<file path="config.mk">
export PLATFORM = sky130hd
export DESIGN_NAME = aecc_top
export DESIGN_NICKNAME = d
export VERILOG_FILES = /design/src/rtl/aecc_pkg.sv /design/src/rtl/aecc_conv.sv /design/src/rtl/aecc_mux_dec.sv /design/src/rtl/aecc_top.sv
export SDC_FILE = /design/constraint.sdc
export NUM_CORES = 1
export LEC_CHECK = 0
export BUFFER_PORTS_ARGS = -buffer_cell sky130_fd_sc_hd__buf_2
export CAP_MARGIN = 40
export CORE_MARGIN = 5
export CORE_UTILIZATION = 46
export DETAILED_ROUTE_END_ITERATION = 10
export MAX_ROUTING_LAYER = met4
export PLACE_DENSITY = 0.76
export SLEW_MARGIN = 0
export SYNTH_ARGS = -nofsm -noshare
export SYNTH_HDL_FRONTEND = slang
export SYNTH_HIERARCHICAL = 1
export SYNTH_SLANG_ARGS = --single-unit
</file>
<file path="constraint.sdc">
create_clock -name sys_clk -period 2.1 [get_ports sys_clk]
set_input_delay 0 -clock sys_clk [delete_from_list [all_inputs] [get_ports sys_clk]]
set_output_delay 0 -clock sys_clk [all_outputs]
set_load 0.02 [all_outputs]
</file>
<file path="src/rtl/aecc_pkg.sv">
// Shared constants, types and helpers for the extra-conversion control block.
// Assumes a single 40 MHz system clock and an APB register port.
package aecc_pkg;

  // Register indices; the byte address is four times the index.
  localparam logic [7:0]  REG_IDX_SEQ   = 8'hb4;
  localparam logic [7:0]  REG_IDX_STAT  = 8'hb5;
  localparam logic [7:0]  REG_IDX_EXTRA = 8'hb6;
  localparam int          ADDR_W        = 12;

  // Field positions of the extra conversion control register.
  localparam int          EXT_REF_LSB   = 6;
  localparam int          EXT_DEC_LSB   = 4;
  localparam int          EXT_CH_LSB    = 0;
  // Field positions of the sequence register.
  localparam int          SEQ_DEC_LSB   = 4;
  localparam int          SEQ_START_BIT = 6;
  // Field positions of the status register.
  localparam int          STAT_SEQ_BIT  = 0;
  localparam int          STAT_PEND_BIT = 1;
  localparam int          STAT_EXT_BIT  = 2;
  localparam int          STAT_CH_LSB   = 4;

  // Values after reset.
  localparam logic [7:0]  EXTRA_RST     = 8'h00;
  localparam logic [7:0]  SEQ_RST       = 8'h00;

  // Channel code boundaries of a sequence.
  localparam logic [3:0]  CHAN_FIRST_SE   = 4'h0;
  localparam logic [3:0]  CHAN_FIRST_DIFF = 4'h8;
  localparam logic [3:0]  CHAN_SINGLE_MIN = 4'hc;

  // Clock cycles spent per decimation sample.
  localparam logic [11:0] CONV_CLKS_PER_SAMPLE = 12'h004;

  typedef enum logic [1:0] {
    REF_INT_1V25, REF_EXT_SE, REF_SUPPLY, REF_EXT_DIFF
  } aecc_ref_t;

  typedef enum logic [1:0] {DEC_64, DEC_128, DEC_256, DEC_512} aecc_dec_t;

  // One conversion setting: reference, decimation and channel.
  typedef struct packed {
    aecc_ref_t  refSel;
    aecc_dec_t  decSel;
    logic [3:0] chan;
  } aecc_conv_t;

  // Analog front end selects.
  typedef struct packed {
    logic [7:0] posSel;
    logic [7:0] negSel;
    logic       gndSel;
    logic       vrefSel;
    logic       tempSel;
    logic       vdd3Sel;
    logic [3:0] refOneHot;
  } aecc_mux_t;

  // Decimation rate of a code.
  function automatic logic [11:0] decimRate(aecc_dec_t d);
    decimRate = 12'h040 << d;
  endfunction

  // Resolution in bits of a decimation code.
  function automatic logic [3:0] resBitsOf(aecc_dec_t d);
    case (d)
      DEC_64:  resBitsOf = 4'h7;
      DEC_128: resBitsOf = 4'h9;
      DEC_256: resBitsOf = 4'ha;
      default: resBitsOf = 4'hc;
    endcase
  endfunction

  // Conversion length in clock cycles.
  function automatic logic [11:0] convCycles(aecc_dec_t d);
    convCycles = 12'(decimRate(d) * CONV_CLKS_PER_SAMPLE);
  endfunction

  // Byte address of a register index.
  function automatic logic [ADDR_W-1:0] regAddr(logic [7:0] idx);
    regAddr = {2'b00, idx, 2'b00};
  endfunction

endpackage

</file>
<file path="src/rtl/aecc_conv.sv">
// Conversion timer: runs one conversion whose length follows the decimation.
// Assumes start is a one-cycle pulse given only while busy is low.
`timescale 1ns/1ps
`default_nettype none
module aecc_conv
  import aecc_pkg::*;
(
  input  wire logic       clk,     // System clock.
  input  wire logic       rstN,    // Synchronised reset, active low.
  input  wire logic       start,   // Start pulse.
  input  wire aecc_dec_t  decim,   // Decimation code.
  output logic            busy,    // Conversion running.
  output logic            done,    // One-cycle pulse at the end.
  output logic [3:0]      resBits  // Resolution of the last result.
);

  logic [11:0] cnt_q;
  logic        busy_q;
  logic        done_q;
  logic [3:0]  res_q;

  // Load the length on start and count down to the end.
  always_ff @(posedge clk or negedge rstN) begin
    if (!rstN) begin
      cnt_q  <= 12'h000;
      busy_q <= 1'b0;
      done_q <= 1'b0;
      res_q  <= 4'h0;
    end else begin
      done_q <= 1'b0;
      if (start && !busy_q) begin
        cnt_q  <= convCycles(decim) - 12'h001;
        busy_q <= 1'b1;
        res_q  <= resBitsOf(decim);
      end else if (busy_q) begin
        if (cnt_q == 12'h000) begin
          busy_q <= 1'b0;
          done_q <= 1'b1;
        end else begin
          cnt_q <= cnt_q - 12'h001;
        end
      end
    end
  end

  assign busy    = busy_q;
  assign done    = done_q;
  assign resBits = res_q;

endmodule
`default_nettype wire

</file>
<file path="src/rtl/aecc_mux_dec.sv">
// Registered decoder from channel and reference codes to analog selects.
// Assumes the selects are sampled by the analog front end on sys_clk.
`timescale 1ns/1ps
`default_nettype none
module aecc_mux_dec
  import aecc_pkg::*;
(
  input  wire logic       clk,    // System clock.
  input  wire logic       rstN,   // Synchronised reset, active low.
  input  wire aecc_conv_t cfg,    // Active conversion setting.
  output aecc_mux_t       muxSel  // Registered analog selects.
);

  aecc_mux_t dec_d;
  aecc_mux_t dec_q;

  // Map each channel code onto inputs, pairs or internal sources.
  always_comb begin
    dec_d = '0;
    if (cfg.chan < CHAN_FIRST_DIFF) begin
      dec_d.posSel[cfg.chan[2:0]] = 1'b1;
    end else if (cfg.chan < CHAN_SINGLE_MIN) begin
      dec_d.posSel[{cfg.chan[1:0], 1'b0}] = 1'b1;
      dec_d.negSel[{cfg.chan[1:0], 1'b1}] = 1'b1;
    end else begin
      case (cfg.chan[1:0])
        2'h0:    dec_d.gndSel  = 1'b1;
        2'h1:    dec_d.vrefSel = 1'b1;
        2'h2:    dec_d.tempSel = 1'b1;
        default: dec_d.vdd3Sel = 1'b1;
      endcase
    end
    dec_d.refOneHot[cfg.refSel] = 1'b1;
  end

  // Hold the decoded selects in flip-flops.
  always_ff @(posedge clk or negedge rstN) begin
    if (!rstN) begin
      dec_q <= '0;
    end else begin
      dec_q <= dec_d;
    end
  end

  assign muxSel = dec_q;

endmodule
`default_nettype wire

</file>
<file path="src/rtl/aecc_top.sv">
// Extra conversion control with a simple conversion sequencer and APB port.
// Assumes an APB master on sys_clk and an analog front end fed by muxSel.
// Assumes the front end samples muxSel and convCfg on sys_clk, and that
// software polls the channel field, which reads zero once the extra
// conversion it asked for has finished.
`timescale 1ns/1ps
`default_nettype none
module aecc_top
  import aecc_pkg::*;
(
  input  wire logic              sys_clk,    // System clock, 40 MHz.
  input  wire logic              arst_n,     // Asynchronous reset, low.
  input  wire logic              psel,       // APB select.
  input  wire logic              penable,    // APB enable.
  input  wire logic              pwrite,     // APB write.
  input  wire logic [ADDR_W-1:0] paddr,      // APB byte address.
  input  wire logic [31:0]       pwdata,     // APB write data.
  output logic [31:0]            prdata,     // APB read data.
  output logic                   pready,     // APB ready.
  output logic                   pslverr,    // APB error.
  output aecc_conv_t             convCfg,    // Active conversion setting.
  output aecc_mux_t              muxSel,     // Analog front end selects.
  output logic                   convActive, // A conversion is running.
  output logic                   convDone,   // Conversion end pulse.
  output logic [3:0]             resBits     // Resolution of last result.
);

  // Scheduler states: idle, stepping a sequence, or running the extra one.
  typedef enum logic [1:0] {ST_IDLE, ST_SEQ, ST_EXTRA} aecc_state_t;

  // Reset synchroniser. Only the second flip-flop drives the block, so a
  // release of arst_n close to a clock edge cannot leave part of the state
  // in reset.
  logic        rstMeta_q;
  logic        rstN;

  // Register state. The extra setting and its pending flag are kept apart
  // so that a rewrite during a running extra conversion queues another, which
  // runs on channel zero, as the end of the running one clears the channel.
  aecc_conv_t  extra_q;
  logic [7:0]  seqCfg_q;
  logic        extraPend_q;
  logic        seqPend_q;
  aecc_state_t state_q;
  aecc_state_t state_d;
  aecc_conv_t  active_q;
  aecc_conv_t  active_d;
  logic        start_q;
  logic        start_d;
  logic [31:0] prdata_q;

  // Bus decode. Every transfer takes two cycles, as pready is tied high.
  // No register needs more time, so the slave never stalls the master.
  logic        setup;
  logic        access;
  logic        wrExtra;
  logic        wrSeq;
  logic        hitExtra;
  logic        hitSeq;
  logic        hitStat;

  // Sequence settings and converter handshake. The timer reports its end
  // as a one-cycle pulse, which is the only event the scheduler follows.
  logic [3:0]  seqEnd;
  aecc_dec_t   seqDec;
  logic        seqAllowed;
  logic [3:0]  seqFirst;
  logic        convBusy;
  logic        convEnd;
  logic        extraEnd;

  // Release the asynchronous reset through two flip-flops.
  // Assertion takes effect at once; release takes two rising edges, after
  // which the first bus transfer may begin.
  always_ff @(posedge sys_clk or negedge arst_n) begin
    if (!arst_n) begin
      rstMeta_q <= 1'b0;
      rstN      <= 1'b0;
    end else begin
      rstMeta_q <= 1'b1;
      rstN      <= rstMeta_q;
    end
  end

  // Address decode; the slave answers with no wait state.
  // An unmapped address raises pslverr in the access phase and is ignored,
  // so a stray write can never start a conversion.
  assign setup    = psel && !penable;
  assign access   = psel && penable;
  assign hitExtra = (paddr == regAddr(REG_IDX_EXTRA));
  assign hitSeq   = (paddr == regAddr(REG_IDX_SEQ));
  assign hitStat  = (paddr == regAddr(REG_IDX_STAT));
  assign pready   = 1'b1;
  assign pslverr  = access && !(hitExtra || hitSeq || hitStat);
  assign wrExtra  = access && pwrite && hitExtra;
  assign wrSeq    = access && pwrite && hitSeq;

  // Sequence register fields.
  // End codes from the single-channel range cannot form a sequence, so a
  // start with such an end code is dropped rather than left pending for
  // ever.
  assign seqEnd     = seqCfg_q[3:0];
  assign seqDec     = aecc_dec_t'(seqCfg_q[SEQ_DEC_LSB +: 2]);
  assign seqAllowed = (seqEnd < CHAN_SINGLE_MIN);
  assign seqFirst   = (seqEnd < CHAN_FIRST_DIFF) ? CHAN_FIRST_SE
                                                 : CHAN_FIRST_DIFF;

  // Events of the extra conversion. The end pulse clears the channel field
  // only when it belongs to the extra conversion, not to a sequence step.
  assign convEnd    = convDone;
  assign extraEnd   = convEnd && (state_q == ST_EXTRA);

  // Extra conversion control register; a write in the same cycle as the
  // end of a conversion wins over the clearing of the channel.
  // Software reads the channel field back to learn whether its request is
  // still outstanding.
  always_ff @(posedge sys_clk or negedge rstN) begin
    if (!rstN) begin
      extra_q <= aecc_conv_t'(EXTRA_RST);
    end else if (wrExtra) begin
      extra_q.refSel <= aecc_ref_t'(pwdata[EXT_REF_LSB +: 2]);
      extra_q.decSel <= aecc_dec_t'(pwdata[EXT_DEC_LSB +: 2]);
      extra_q.chan   <= pwdata[EXT_CH_LSB +: 4];
    end else if (extraEnd) begin
      extra_q.chan <= 4'h0;
    end
  end

  // Pending request for an extra conversion; a new write wins over the
  // clear when the previous request is taken in the same cycle.
  // The flag drops on the cycle the scheduler takes the request, not at the
  // end, so a rewrite during the run is kept as a new request.
  always_ff @(posedge sys_clk or negedge rstN) begin
    if (!rstN) begin
      extraPend_q <= 1'b0;
    end else if (wrExtra) begin
      extraPend_q <= 1'b1;
    end else if (start_d && (state_d == ST_EXTRA)) begin
      extraPend_q <= 1'b0;
    end
  end

  // Sequence configuration and its start request.
  // The reference bits are stored as zero, so every sequence step uses the
  // internal reference.
  always_ff @(posedge sys_clk or negedge rstN) begin
    if (!rstN) begin
      seqCfg_q  <= SEQ_RST;
      seqPend_q <= 1'b0;
    end else begin
      if (wrSeq) begin
        seqCfg_q <= {2'b00, pwdata[5:0]};
      end
      if (wrSeq && pwdata[SEQ_START_BIT]) begin
        seqPend_q <= 1'b1;
      end else if (start_d && (state_d == ST_SEQ)
                   && (state_q != ST_SEQ)) begin
        seqPend_q <= 1'b0;
      end else if (!seqAllowed) begin
        seqPend_q <= 1'b0;
      end
    end
  end

  // Conversion scheduler: sequence steps first, then a waiting extra one.
  // An extra request that arrives during a sequence waits for the end of
  // the last step. From idle it is taken at once, ahead of a sequence
  // start pending in the same cycle. Each start is a one-cycle pulse given
  // only while the timer is quiet.
  always_comb begin
    state_d  = state_q;
    active_d = active_q;
    start_d  = 1'b0;
    case (state_q)
      ST_IDLE: begin
        if (extraPend_q) begin
          state_d  = ST_EXTRA;
          active_d = extra_q;
          start_d  = 1'b1;
        end else if (seqPend_q && seqAllowed) begin
          state_d         = ST_SEQ;
          active_d.refSel = aecc_ref_t'(seqCfg_q[7:6]);
          active_d.decSel = seqDec;
          active_d.chan   = seqFirst;
          start_d         = 1'b1;
        end
      end
      ST_SEQ: begin
        if (convEnd) begin
          if (active_q.chan != seqEnd) begin
            active_d.chan = active_q.chan + 4'h1;
            start_d       = 1'b1;
          end else if (extraPend_q) begin
            state_d  = ST_EXTRA;
            active_d = extra_q;
            start_d  = 1'b1;
          end else begin
            state_d = ST_IDLE;
          end
        end
      end
      ST_EXTRA: begin
        if (convEnd) begin
          state_d = ST_IDLE;
        end
      end
      default: begin
        state_d = ST_IDLE;
      end
    endcase
  end

  // Scheduler state.
  always_ff @(posedge sys_clk or negedge rstN) begin
    if (!rstN) begin
      state_q <= ST_IDLE;
    end else begin
      state_q <= state_d;
    end
  end

  // Setting of the conversion that runs or has just run.
  always_ff @(posedge sys_clk or negedge rstN) begin
    if (!rstN) begin
      active_q <= '0;
    end else begin
      active_q <= active_d;
    end
  end

  // Start pulse to the conversion timer. It is registered, so the setting
  // in active_q is already stable when the timer loads its length.
  always_ff @(posedge sys_clk or negedge rstN) begin
    if (!rstN) begin
      start_q <= 1'b0;
    end else begin
      start_q <= start_d;
    end
  end

  // Read data are captured in the setup phase and shown in the access.
  // Capturing early keeps prdata a flip-flop output that stays steady
  // through the whole access phase and after it.
  always_ff @(posedge sys_clk or negedge rstN) begin
    if (!rstN) begin
      prdata_q <= 32'h0000_0000;
    end else if (setup && !pwrite) begin
      prdata_q <= 32'h0000_0000;
      if (hitExtra) begin
        prdata_q[7:0] <= extra_q;
      end else if (hitSeq) begin
        prdata_q[7:0] <= {1'b0, seqPend_q || (state_q == ST_SEQ),
                          seqCfg_q[5:0]};
      end else if (hitStat) begin
        prdata_q[STAT_SEQ_BIT]  <= (state_q == ST_SEQ);
        prdata_q[STAT_PEND_BIT] <= extraPend_q;
        prdata_q[STAT_EXT_BIT]  <= (state_q == ST_EXTRA);
        prdata_q[STAT_CH_LSB +: 4] <= active_q.chan;
      end
    end
  end

  assign prdata = prdata_q;

  // Conversion timer; its length follows the decimation code.
  // The decimation code of the active setting fixes both the length and
  // the resolution reported on resBits.
  aecc_conv uConv (
    .clk     (sys_clk),
    .rstN    (rstN),
    .start   (start_q),
    .decim   (active_q.decSel),
    .busy    (convBusy),
    .done    (convDone),
    .resBits (resBits)
  );

  // Analog selects for the active conversion.
  // The selects follow active_q one cycle later and hold between
  // conversions, so the front end sees no glitch.
  aecc_mux_dec uMux (
    .clk    (sys_clk),
    .rstN   (rstN),
    .cfg    (active_q),
    .muxSel (muxSel)
  );

  // Outputs for the front end; convActive covers the start cycle as well,
  // so it rises as soon as a conversion has been committed.
  assign convCfg    = active_q;
  assign convActive = convBusy || start_q;

endmodule
`default_nettype wire

</file>
* Word level (Yosys, flattened, before mapping) *
Cells that the tools add are included.

operators by class
  $add $sub $neg = 3
  multiply operators = 0
  div/mod/pow operators = 0
  magnitude comparators = 12
  equality and inequality tests = 20
  shift operators = 1
  mux-type cells = 60
  bitwise gates (word level) = 0
  reduce and logical (&&, ||, !) cells = 38

operators with widths
  operator                                                            count
  two-way mux 12 bit                                                  4
  two-way mux 8 bit                                                   6
  equality test 12 x 10 -> 1 bit (second input constant)              3
  two-way mux 4 bit                                                   8
  two-way mux 1 bit                                                   25
  subtractor 12 x 1 -> 12 bit (second input constant)                 2
  logical AND 1 bit                                                   18
  < comparator 4 bit (second input constant)                          4
  case mux 8 bit (2 select lines)                                     1
  two-way mux 15 bit                                                  1
  logical NOT 12 bit                                                  1
  < comparator 3 x 4 -> 1 bit (second input constant)                 3
  two-way mux 2 bit                                                   6
  case mux 4 bit (3 select lines)                                     1
  << shifter 7 x 2 -> 10 bit (first input constant)                   1
  greater-or-equal comparator 3 x 1 -> 1 bit (second input constant)  3
  equality test 2 x 1 -> 1 bit (second input constant)                4
  equality test 2 bit (second input constant)                         4
  nonzero test 2 bit                                                  4
  demux 1 bit (select 2 bit)                                          3
  logical NOT 2 bit                                                   3
  two-way mux 3 bit                                                   2
  != test 2 x 1 -> 1 bit (second input constant)                      3
  != test 3 bit (second input constant)                               2
  other kinds (15)                                                    22

storage, ports and cells
  register bits = 79
  bits in latches = 0
  memory bits (writable) = 0
  bits in read-only memories = 0
  input bits = 49
  output and inout bits = 72
  logic and storage cells = 159
  memories = 0

* Logic depth before layout (Yosys ltp) *
Gate-level depths: netlist of run 1.

  depth in word-level cells = 10
  mapped depth = 7
  mapped depth without buffers = 7

* Modules after synthesis *
The synthesis of run 1 kept the hierarchy.

modules (own cells, without submodules)
  module        instances  cells each  area each (um^2)  seq. area each (um^2)
  aecc_top      1          207         2065.7            925.9
  aecc_conv     1          101         1038.5            450.4
  aecc_mux_dec  1          54          684.4             500.5

* Worst setup path before layout of run 1 *
OpenSTA, ideal clock, no wires.

  kind = register -> register
  from = reg active_q (netlist bit convCfg[3])
  to = reg active_q (netlist bit convCfg[4])
  library setup time = 125 ps
  data arrival time = 1967 ps
  data required time = 1975 ps
  setup slack = 8 ps
  cell stages (with the launch flop) = 6
  buffers on the path = 0
  clock period less this slack = 2092 ps
  cell sequence = dfrtp_1 > xor2_1 > nor4_4 > a21oi_2 > or3_4 > mux2_4

on the way
  longest elaborated chain between the ends = 3

RTL lines
  what                                  RTL line         source
  start, declared                       aecc_top.sv:46   aecc_conv_t active_q;
  start signal, assigned                aecc_top.sv:227  active_q <= active_d;
  != test 4 bit                         aecc_top.sv:190  if (active_q.chan != seqEnd) begin
  != test 2 bit (no source line)        -
  AND reduction 5 bit (no source line)  -

Every way passes these cells.
A chain may end at the register's enable or synchronous reset.

* Worst setup path in the final report of run 1 *
  from = reg seqCfg_q[3]
  to = reg active_q (netlist bit convCfg[5])

on the way
  longest elaborated chain between the ends = 4
  elaborated cells on any way between the ends = 6
  classes of those cells = order compare (1); eq/ne (3); reduce/logical (2)

RTL lines
  what                                    RTL line         source
  start, declared                         aecc_top.sv:41   logic [7:0] seqCfg_q;
  start signal, assigned                  aecc_top.sv:152  seqCfg_q <= {2'b00, pwdata[5:0]};
  < comparator 4 bit                      aecc_top.sv:104  assign seqAllowed = (seqEnd < CHAN_SINGLE_MIN);
  logical AND 1 bit                       aecc_top.sv:180  end else if (seqPend_q && seqAllowed) begin
  != test 3 bit (no source line)          -
  AND reduction 5 bit (no source line) *  -

Every way passes the cells marked *; elsewhere a longest branch is shown, timed or not.

==> flow_metrics.tcl, run 1 <==
set metrics [dict create \
    netlist.area_leader.share 0.4954 \
    grt_pass1_wl_mm 13.79 \
    clockPowerShare 0.388 \
    cpLargestDelayFamily "simple AND/OR/NAND/NOR gates" \
    grtUsageTotal 0.1758 \
    setup_tns_ns 0 \
    min_period_ns 1.945 \
    die_y_um 100.8 \
    synth_cells 362 \
    final_area_um2 4483 \
    area_delta_synth_final_pct 18.33 \
    avgSynthCellArea_um2 10.47 \
    p_sw_frac 0.2494 \
    cp_max_fo 5 \
    pwr-share-seq 0.557 \
    skew_ns 0.01127 \
    cp_slowest_cell "dfrtp_1" \
    path_cells "xor2_1 -> nor4_4 -> a21oi_2 -> or3_4 -> mux2_4" \
    yosys-top-cells-area "dfrtp_1 (50%), buf_4 (5.7%), mux2_2 (3.6%)" \
    hold_slack_ns 0.02270 \
    power_leakage_nw 2.227 \
    drt-initial-drc-count 97 \
    rsz0062_at_grt "false" \
    start_util 0.4658 \
    finalHoldViolCount 0 \
    reg2reg_from "seqCfg_q[3]" \
    yosysMostFrequentCell "dfrtp_1" \
    syn_area_um2 3789 \
    grt_max_degree 74 \
    die_area_um2 10150 \
    critPathLaunchType "flip-flop" \
    clkSinkCount 75 \
    finalMaxSlewViolations 0 \
    coreArea_um2 8134 \
    nFillCells 740 \
    fmax_mhz 514.3 \
    cp.required_ns 2.34 \
    yosysSeqAreaShare 0.4954 \
    yosysTopAreaCell "dfrtp_1" \
    ys_seq_elements 75 \
    ys_async_sr_fraction 1.000 \
    clk_pin_slew_ns 0.08 \
    crit_path_start "seqCfg_q[3]" \
    path_depth 5 \
    fp.dieW_um 100.8 \
    crit_type "flip-flop to flip-flop" \
    cp.arrival_ns 2.18 \
    slowest_delay_ns 0.45 \
    drtAntennaViolNets 0 \
    wl_per_cell_um 14.80 \
    synth_edf_count 0 \
    post-route-drc-count 0 \
    clk_latency_ns 0.36 \
    dp_hpwl_mm 6.201 \
    max_slew_margin 0.5617 \
    root_buffer "clkbuf_8" \
    final_nets 509 \
    path_buf_inv 0 \
    num_vias 2874 \
    min_period_over_period 0.9260 \
    ir_worst_vdd_v 0.0002435 \
    p_comb_frac 0.055 \
    worst_pin_slew_ns 0.6561 \
    final-setup-viol-count 0 \
    endpoint_kind "flip-flop" \
    cts_made_buffers 9 \
    drive_gt1_frac 0.2769 \
    cts_tree "done" \
    rrSetupSlack_ns 0.16 \
    synth.distinct_cells 61 \
    first_pass_iters 4 \
    switchingPower_uw 648.5 \
    powerDensity_nw_per_um2 579.9 \
    drv_cap 0 \
    io_pins 121 \
    gp_congestion 0.8787 \
    insertedDiodeCount 0 \
    drt-total-wl_mm 8.290 \
    yosys_warnings 6 \
    htree_levels 3 \
    intPower_mw 1.951 \
    cts.path.max_buffers 2 \
    r2r_cells 5 \
    ys.flop_type "dfrtp_1" \
    grt_overflow 0 \
    port_buffers 67 \
    r2r_end "convCfg[5]" \
    via_per_inst 5.132 \
    status "complete, no violations" \
    synth_common_cells "dfrtp_1 (75), nor2_1 (35), buf_4 (29), nand2_1 (28), inv_1 (18)" \
    antenna_found_initial 0 \
    worstSetupEndpoint "convCfg[5]" \
    grt_pass1_vias 2899 \
    placed_cell_area_um2 4204 \
    num_rows 33 \
    worstHoldPathType "primary input to flip-flop" \
]
cell type report:
cell class	count	area [um2]	share of cell area
flip-flops and latches	75	1878	0.4189
clock buffers	11	141.4	0.03154
well taps	105	131.4	0.02931
clock inverters	5	37.54	0.008373
multi-input cells	257	1689	0.3768
repair buffers	89	538.0	0.1200
inverters	18	67.56	0.01507
worst min-delay path by stage:
stage | startpoint | to | slack, ns | cells past startpoint
after floorplan | arst_n | rstMeta_q | -0.30 | 0
after global routing | paddr[2] | prdata[3] | 0.07 | 2
after CTS | paddr[2] | prdata[3] | 0.01 | 2
after global placement | arst_n | rstMeta_q | -0.22 | 1
after detailed placement | arst_n | rstMeta_q | -0.21 | 1
final | paddr[2] | prdata[3] | 0.02 | 2
metal layers:
layer	up-vias	track usage	part of all wire
li1	1384	-	-
met1	1409	0.2154	0.43
met2	73	0.2881	0.50
met3	8	0.04637	0.057
met4	0	0.04767	0.0093
met5	-	-	0
cell families after synthesis:
logic type               share of synthesized area
multiplexers                               0.07001
XOR/XNOR                                   0.01618
AO/OA/AOI/OAI                               0.1258
flip-flops                                  0.4954
adder cells (fa/ha/maj)                    0.03303
AND/OR/NAND/NOR                             0.1711
buffers and inverters                      0.08553
other                                     0.002972
power groups by stage:
stage / registers, mW / clock network [mW] / logic, mW
finish: 1.45 / 1.01 / 0.144
global route: 1.45 / 1.10 / 0.161
CTS: 1.45 / 1.04 / 0.145
detailed placement: 1.48 / 0 / 0.131
global placement: 1.48 / 0 / 0.127
floorplan: 1.49 / 0 / 0.110
cell usage in the layout, fill, tap and decap left out, types with 5 or more instances in the layout:
cell type,netlist,layout
buf_2,1,67
nand2_1,28,28
mux2i_1,10,10
inv_1,18,18
mux2_2,12,12
clkbuf_8,0,10
conb_1,3,30
o31ai_1,12,12
ha_1,10,10
nor2_1,35,35
xor2_1,5,5
nand3_1,11,11
nand2b_1,6,6
o21ai_0,13,13
a31oi_1,6,6
dfrtp_1,75,74
nor3_1,7,7
dlygate4sd3_1,0,10
nor2b_1,5,5
a21oi_1,11,11
buf_4,29,11
metrics by stage:
| step | worst slack, ns | power, mW | cells | utilization |
|---|---|---|---|---|
| floorplan | 0.008002 | 1.605 | 389 | - |
| global placement | 0.2278 | 1.603 | 534 | 0.5168 |
| detailed placement | 0.1772 | 1.606 | 534 | 0.5168 |
| CTS | 0.1661 | 2.632 | 560 | 0.5511 |
| global route | 0.02378 | 2.703 | 560 | 0.5511 |
| finish | 0.1555 | 2.600 | 560 | 0.5511 |
registers in the layout (all words and copies together) (netlist names):
signal	flops
uConv/cnt_q	12
convCfg	8
uConv/done	1
seqPend_q	1
state_q	2
seqCfg_q	6
prdata	8
rstMeta_q	1
uConv/resBits	4
uConv/busy	1
extraPend_q	1
uMux/muxSel	20
extra_q	8
rstN	1
start_q	1
what timing repair did:
| item | 4_1_cts | 5_1_grt |
|---|---|---|
| endpoints found under the hold margin | 17 | 0 |
| setup buffers | 0 | 0 |
| hold buffers | 10 | 0 |
| resized for setup | 0 | 0 |
No activity file was read; power rests on OpenSTA's default activity.
==> run 2, diff against run 1 <==
PLACE_DENSITY = 0.73   (was 0.76)
clock period = 2.4 ns   (was 2.1 ns; I/O delays follow)
==> flow_metrics.tcl, run 2 (synthesized netlist as in run 1, its figures left out) <==
set metrics [dict create \
    status "complete, no violations" \
    worst_pin_slew_ns 0.6727 \
    hold_start "paddr[2]" \
    num_vias 2839 \
    cp.required_ns 2.63 \
    min_period_over_period 0.8578 \
    power_leakage_nw 2.231 \
    wl_per_cell_um 14.46 \
    start_util 0.4658 \
    final-setup-viol-count 0 \
    path_buf_inv 0 \
    powerDensity_nw_per_um2 562.0 \
    grtUsageTotal 0.1698 \
    grt_most_used_layer "met2" \
    io_pins 121 \
    r2r_end "convCfg[5]" \
    nFillCells 685 \
    coreArea_um2 8134 \
    final_cell_mix "dfrtp_1 (74), buf_2 (67), nor2_1 (35)" \
    clk_latency_ns 0.35 \
    cpLargestDelayFamily "simple AND/OR/NAND/NOR gates" \
    grtUsageMet2 0.2719 \
    insertedDiodeCount 0 \
    die_y_um 100.8 \
    via_per_inst 5.115 \
    num_rows 33 \
    clk_pin_slew_ns 0.08 \
    cts_made_buffers 9 \
    finalMaxSlewViolations 0 \
    cp.arrival_ns 2.29 \
    critPathLaunchType "flip-flop" \
    cp_max_fo 6 \
    slowest_delay_ns 0.45 \
    max_slew_margin 0.5506 \
    place_worst_setup_slack_ns 0.3757 \
    worstHoldEndpoint "prdata[3]" \
    post-route-drc-count 0 \
    whs_path_depth 2 \
    drive_gt1_frac 0.2667 \
    gp_congestion 0.8658 \
    min_period_ns 2.059 \
    largest_reg_flops 20 \
    rrSetupSlack_ns 0.34 \
    final_area_um2 4501 \
    fmax_mhz 485.8 \
    htree_levels 3 \
    skew_ns 0.009980 \
    drtAntennaViolNets 0 \
    cts.path.max_buffers 2 \
    final_nets 504 \
    fp.dieW_um 100.8 \
    root_buffer "clkbuf_8" \
    setup_ws_ns 0.3413 \
    path_cells "xor2_1 -> nor4_4 -> a21oi_2 -> or3_4 -> mux2_4" \
    port_buffers 67 \
    first_pass_iters 4 \
    drt-total-wl_mm 8.023 \
    cts_tree "done" \
    area_delta_synth_final_pct 18.79 \
    grt_overflow 0 \
    r2r_cells 5 \
    dp_hpwl_mm 5.983 \
    placed_cell_area_um2 4167 \
    endpoint_kind "flip-flop" \
    reg2reg_from "seqCfg_q[3]" \
    grtUsageMet3 0.03737 \
    grt_max_degree 44 \
    worstHoldPathType "primary input to flip-flop" \
    grt_pass1_vias 2767 \
    power_mw 2.529 \
    die_area_um2 10150 \
    finalHoldViolCount 0 \
    setup_tns_ns 0 \
    ctsResizeCount 0 \
    ir_worst_vdd_v 0.0002614 \
    clkSinkCount 75 \
    cp_slowest_cell "nor4_4" \
    drv_cap 0 \
    drt-initial-drc-count 94 \
    crit_type "flip-flop to flip-flop" \
    rsz0062_at_grt "false" \
    final_common_cell "dfrtp_1" \
    hold_slack_ns 0.02103 \
    antenna_found_initial 0 \
    grtUsageMet1 0.2130 \
    grt_pass1_wl_mm 13.21 \
]
[run 2: cell types whose count changed in the layout (fill, tap and decap cells not counted)]
cell,previous run,this run
clkinvlp_4,2,1
buf_4,11,6
clkbuf_1,1,2
clkbuf_8,10,9
bufinv_16,0,3
inv_6,1,0
clkinv_4,1,0
[run 2: power breakdown]
group | internal (mW) | leakage, nW | switching (mW) | total, mW
clock network | 0.690 | 0.114 | 0.449 | 1.14
logic | 0.0351 | 1.12 | 0.0801 | 0.115
registers | 1.27 | 0.993 | 0.0103 | 1.28
[run 2: layout make-up]
class / instances / area [um2] / area share
sequential: 75 / 1878 / 0.4173
multi-input combinational: 257 / 1689 / 0.3753
timing repair buffer: 84 / 500.5 / 0.1112
clock buffer: 11 / 131.4 / 0.02919
tap: 105 / 131.4 / 0.02919
clock inverter: 5 / 102.6 / 0.02280
inverter: 18 / 67.56 / 0.01501
[run 2: how the worst max path moves through the flow]
stage	startpoint	end	slack, ns	cells past startpoint
global placement	seqCfg_q[3]	convCfg[4]	0.38	5
global route	seqCfg_q[3]	convCfg[2]	0.27	5
detailed placement	seqCfg_q[3]	convCfg[5]	0.38	5
CTS	seqCfg_q[3]	convCfg[5]	0.35	5
floorplan	rstN	convCfg[0]	0.16	0
finish	seqCfg_q[3]	convCfg[5]	0.34	5
[run 2: timing repair]
item / in CTS / in global routing
hold buffers: 10 / 0
hold endpoints to repair: 17 / 0
setup buffers: 0 / 0
[run 2: through the flow]
stage | util | instances
global route | 0.5533 | 555
floorplan | - | 389
CTS | 0.5533 | 555
finish | 0.5533 | 555
global placement | 0.5122 | 529
detailed placement | 0.5122 | 529
[run 2: per-layer routing]
metal  wire, um  vias up
li1           -     1372
met1       3412     1370
met2       3960       88
met3        546        9
met4        104        0
met5          0        -
==> run 3, diff against run 2 <==
BUFFER_PORTS_ARGS = unset   (was -buffer_cell sky130_fd_sc_hd__buf_2)
DONT_BUFFER_PORTS = 1   (was unset)
PLACE_DENSITY = unset   (was 0.73)
==> flow_metrics.tcl, run 3 (synthesized netlist as in run 1, its figures left out) <==
set metrics [dict create \
    finalMaxSlewViolations 0 \
    max_slew_margin 0.5689 \
    wl_met2_mm 3.935 \
    ir_worst_vdd_v 0.0002926 \
    rrSetupSlack_ns 0.38 \
    root_buffer "clkbuf_8" \
    place_worst_setup_slack_ns 0.4103 \
    reg2reg_from "seqCfg_q[3]" \
    powerDensity_nw_per_um2 549.2 \
    grt_pass1_vias 2553 \
    cp.arrival_ns 2.26 \
    io_pins 121 \
    cpLargestDelayFamily "compound AO/OA/AOI/OAI gates" \
    drt-total-wl_mm 8.390 \
    final_nets 443 \
    cts.path.max_buffers 2 \
    endpoint_kind "flip-flop" \
    num_vias 2623 \
    htree_levels 3 \
    cp_slowest_cell "a221oi_4" \
    area_delta_synth_final_pct 9.974 \
    coreArea_um2 8134 \
    whs_path_depth 3 \
    critPathLaunchType "flip-flop" \
    worstHoldEndpoint "seqPend_q" \
    drt-initial-drc-count 175 \
    slowest_delay_ns 0.52 \
    final_area_um2 4167 \
    fp.dieW_um 100.8 \
    crit_type "flip-flop to flip-flop" \
    skew_ns 0.01054 \
    r2r_cells 5 \
    path_cells "a21boi_0 -> a21oi_1 -> a221oi_4 -> o21ai_1 -> a22o_1" \
    path_buf_inv 0 \
    finalHoldViolCount 0 \
    min_period_ns 2.016 \
    die_area_um2 10150 \
    grtUsageTotal 0.1757 \
    hold_start "paddr[3]" \
    cts_made_buffers 9 \
    drv_cap 0 \
    first_pass_iters 4 \
    insertedDiodeCount 0 \
    clkSinkCount 75 \
    cp_max_fo 10 \
    rsz0062_at_grt "false" \
    via_per_inst 5.310 \
    cts_tree "done" \
    port_buffers 0 \
    worstHoldPathType "primary input to flip-flop" \
    wl_met1_mm 3.726 \
    drtAntennaViolNets 0 \
    drive_gt1_frac 0.1491 \
    min_period_over_period 0.8398 \
    die_y_um 100.8 \
    post_cts_buffers 0 \
    status "complete, no violations" \
    clk_latency_ns 0.35 \
    top_layer "met4" \
    antenna_found_initial 0 \
    fmax_mhz 496.1 \
    num_rows 33 \
    setup_tns_ns 0 \
    grt_max_degree 38 \
    wl_met3_um 681 \
    clk_pin_slew_ns 0.09 \
    setup_ws_ns 0.3844 \
    r2r_end "convCfg[2]" \
    grt_overflow 0 \
    final_common_cell "dfrtp_1" \
    largest_reg_flops 20 \
    post-route-drc-count 0 \
    final_cell_mix "dfrtp_1 (74), nor2_1 (35), conb_1 (30)" \
    start_util 0.4658 \
    placed_cell_area_um2 3854 \
    gp_congestion 0.8460 \
    wl_per_cell_um 16.98 \
    cp.required_ns 2.65 \
    worst_pin_slew_ns 0.6377 \
    final-setup-viol-count 0 \
    dp_hpwl_mm 6.054 \
    power_leakage_nw 1.920 \
    grt_pass1_wl_mm 13.54 \
]
run 3: repair_timing:
action | 4_1_cts | 5_1_grt
hold endpoints to repair | 26 | 0
hold buffers | 13 | 0
gates resized for setup | 0 | 0
run 3: cell type report:
class                   count  area, um2
well taps                 105      131.4
multi-input cells         257       1689
fillers                   751       3968
flip-flops and latches     75       1878
inverters                  18      67.56
repair buffers             23      217.7
clock buffers               9      123.9
clock inverters             7      58.81
run 3: report_power, final:
part / switching (mW) / internal [mW]
clock: 0.526 / 0.390
combinational: 0.0760 / 0.0247
sequential: 0.00755 / 1.26
run 3: how the worst max path moves through the flow:
stage | start | to | slack, ns | cells after the start
after global placement | seqCfg_q[3] | convCfg[2] | 0.45 | 5
after floorplan | rstN | convCfg[0] | 0.16 | 0
after global routing | seqCfg_q[3] | convCfg[2] | 0.21 | 5
after detailed placement | seqCfg_q[3] | convCfg[2] | 0.41 | 5
final | seqCfg_q[3] | convCfg[2] | 0.38 | 5
after CTS | seqCfg_q[3] | convCfg[2] | 0.42 | 5
run 3: through the flow:
stage                 util  power (mW)  std cells  hold slack (ns)
finish              0.5122       2.288        494          0.05067
floorplan                -       1.404        389          -0.2956
global route        0.5122       2.378        494          0.05399
CTS                 0.5122       2.316        494          0.04187
global placement    0.4738       1.377        465          -0.2955
detailed placement  0.4738       1.378        465          -0.2955
run 3: worst register-to-register path, stage by stage, from the launching register on:
cell and delay (ns):
dfrtp_1 0.45, a21boi_0 0.35, a21oi_1 0.22, a221oi_4 0.52, o21ai_1 0.14, a22o_1 0.25
run 3: per-layer routing:
| metal | GRT usage | vias to the layer above |
|---|---|---|
| li1 | - | 1257 |
| met1 | 0.2432 | 1274 |
| met2 | 0.2516 | 88 |
| met3 | 0.04844 | 4 |
| met4 | 0.05285 | 0 |
| met5 | - | - |
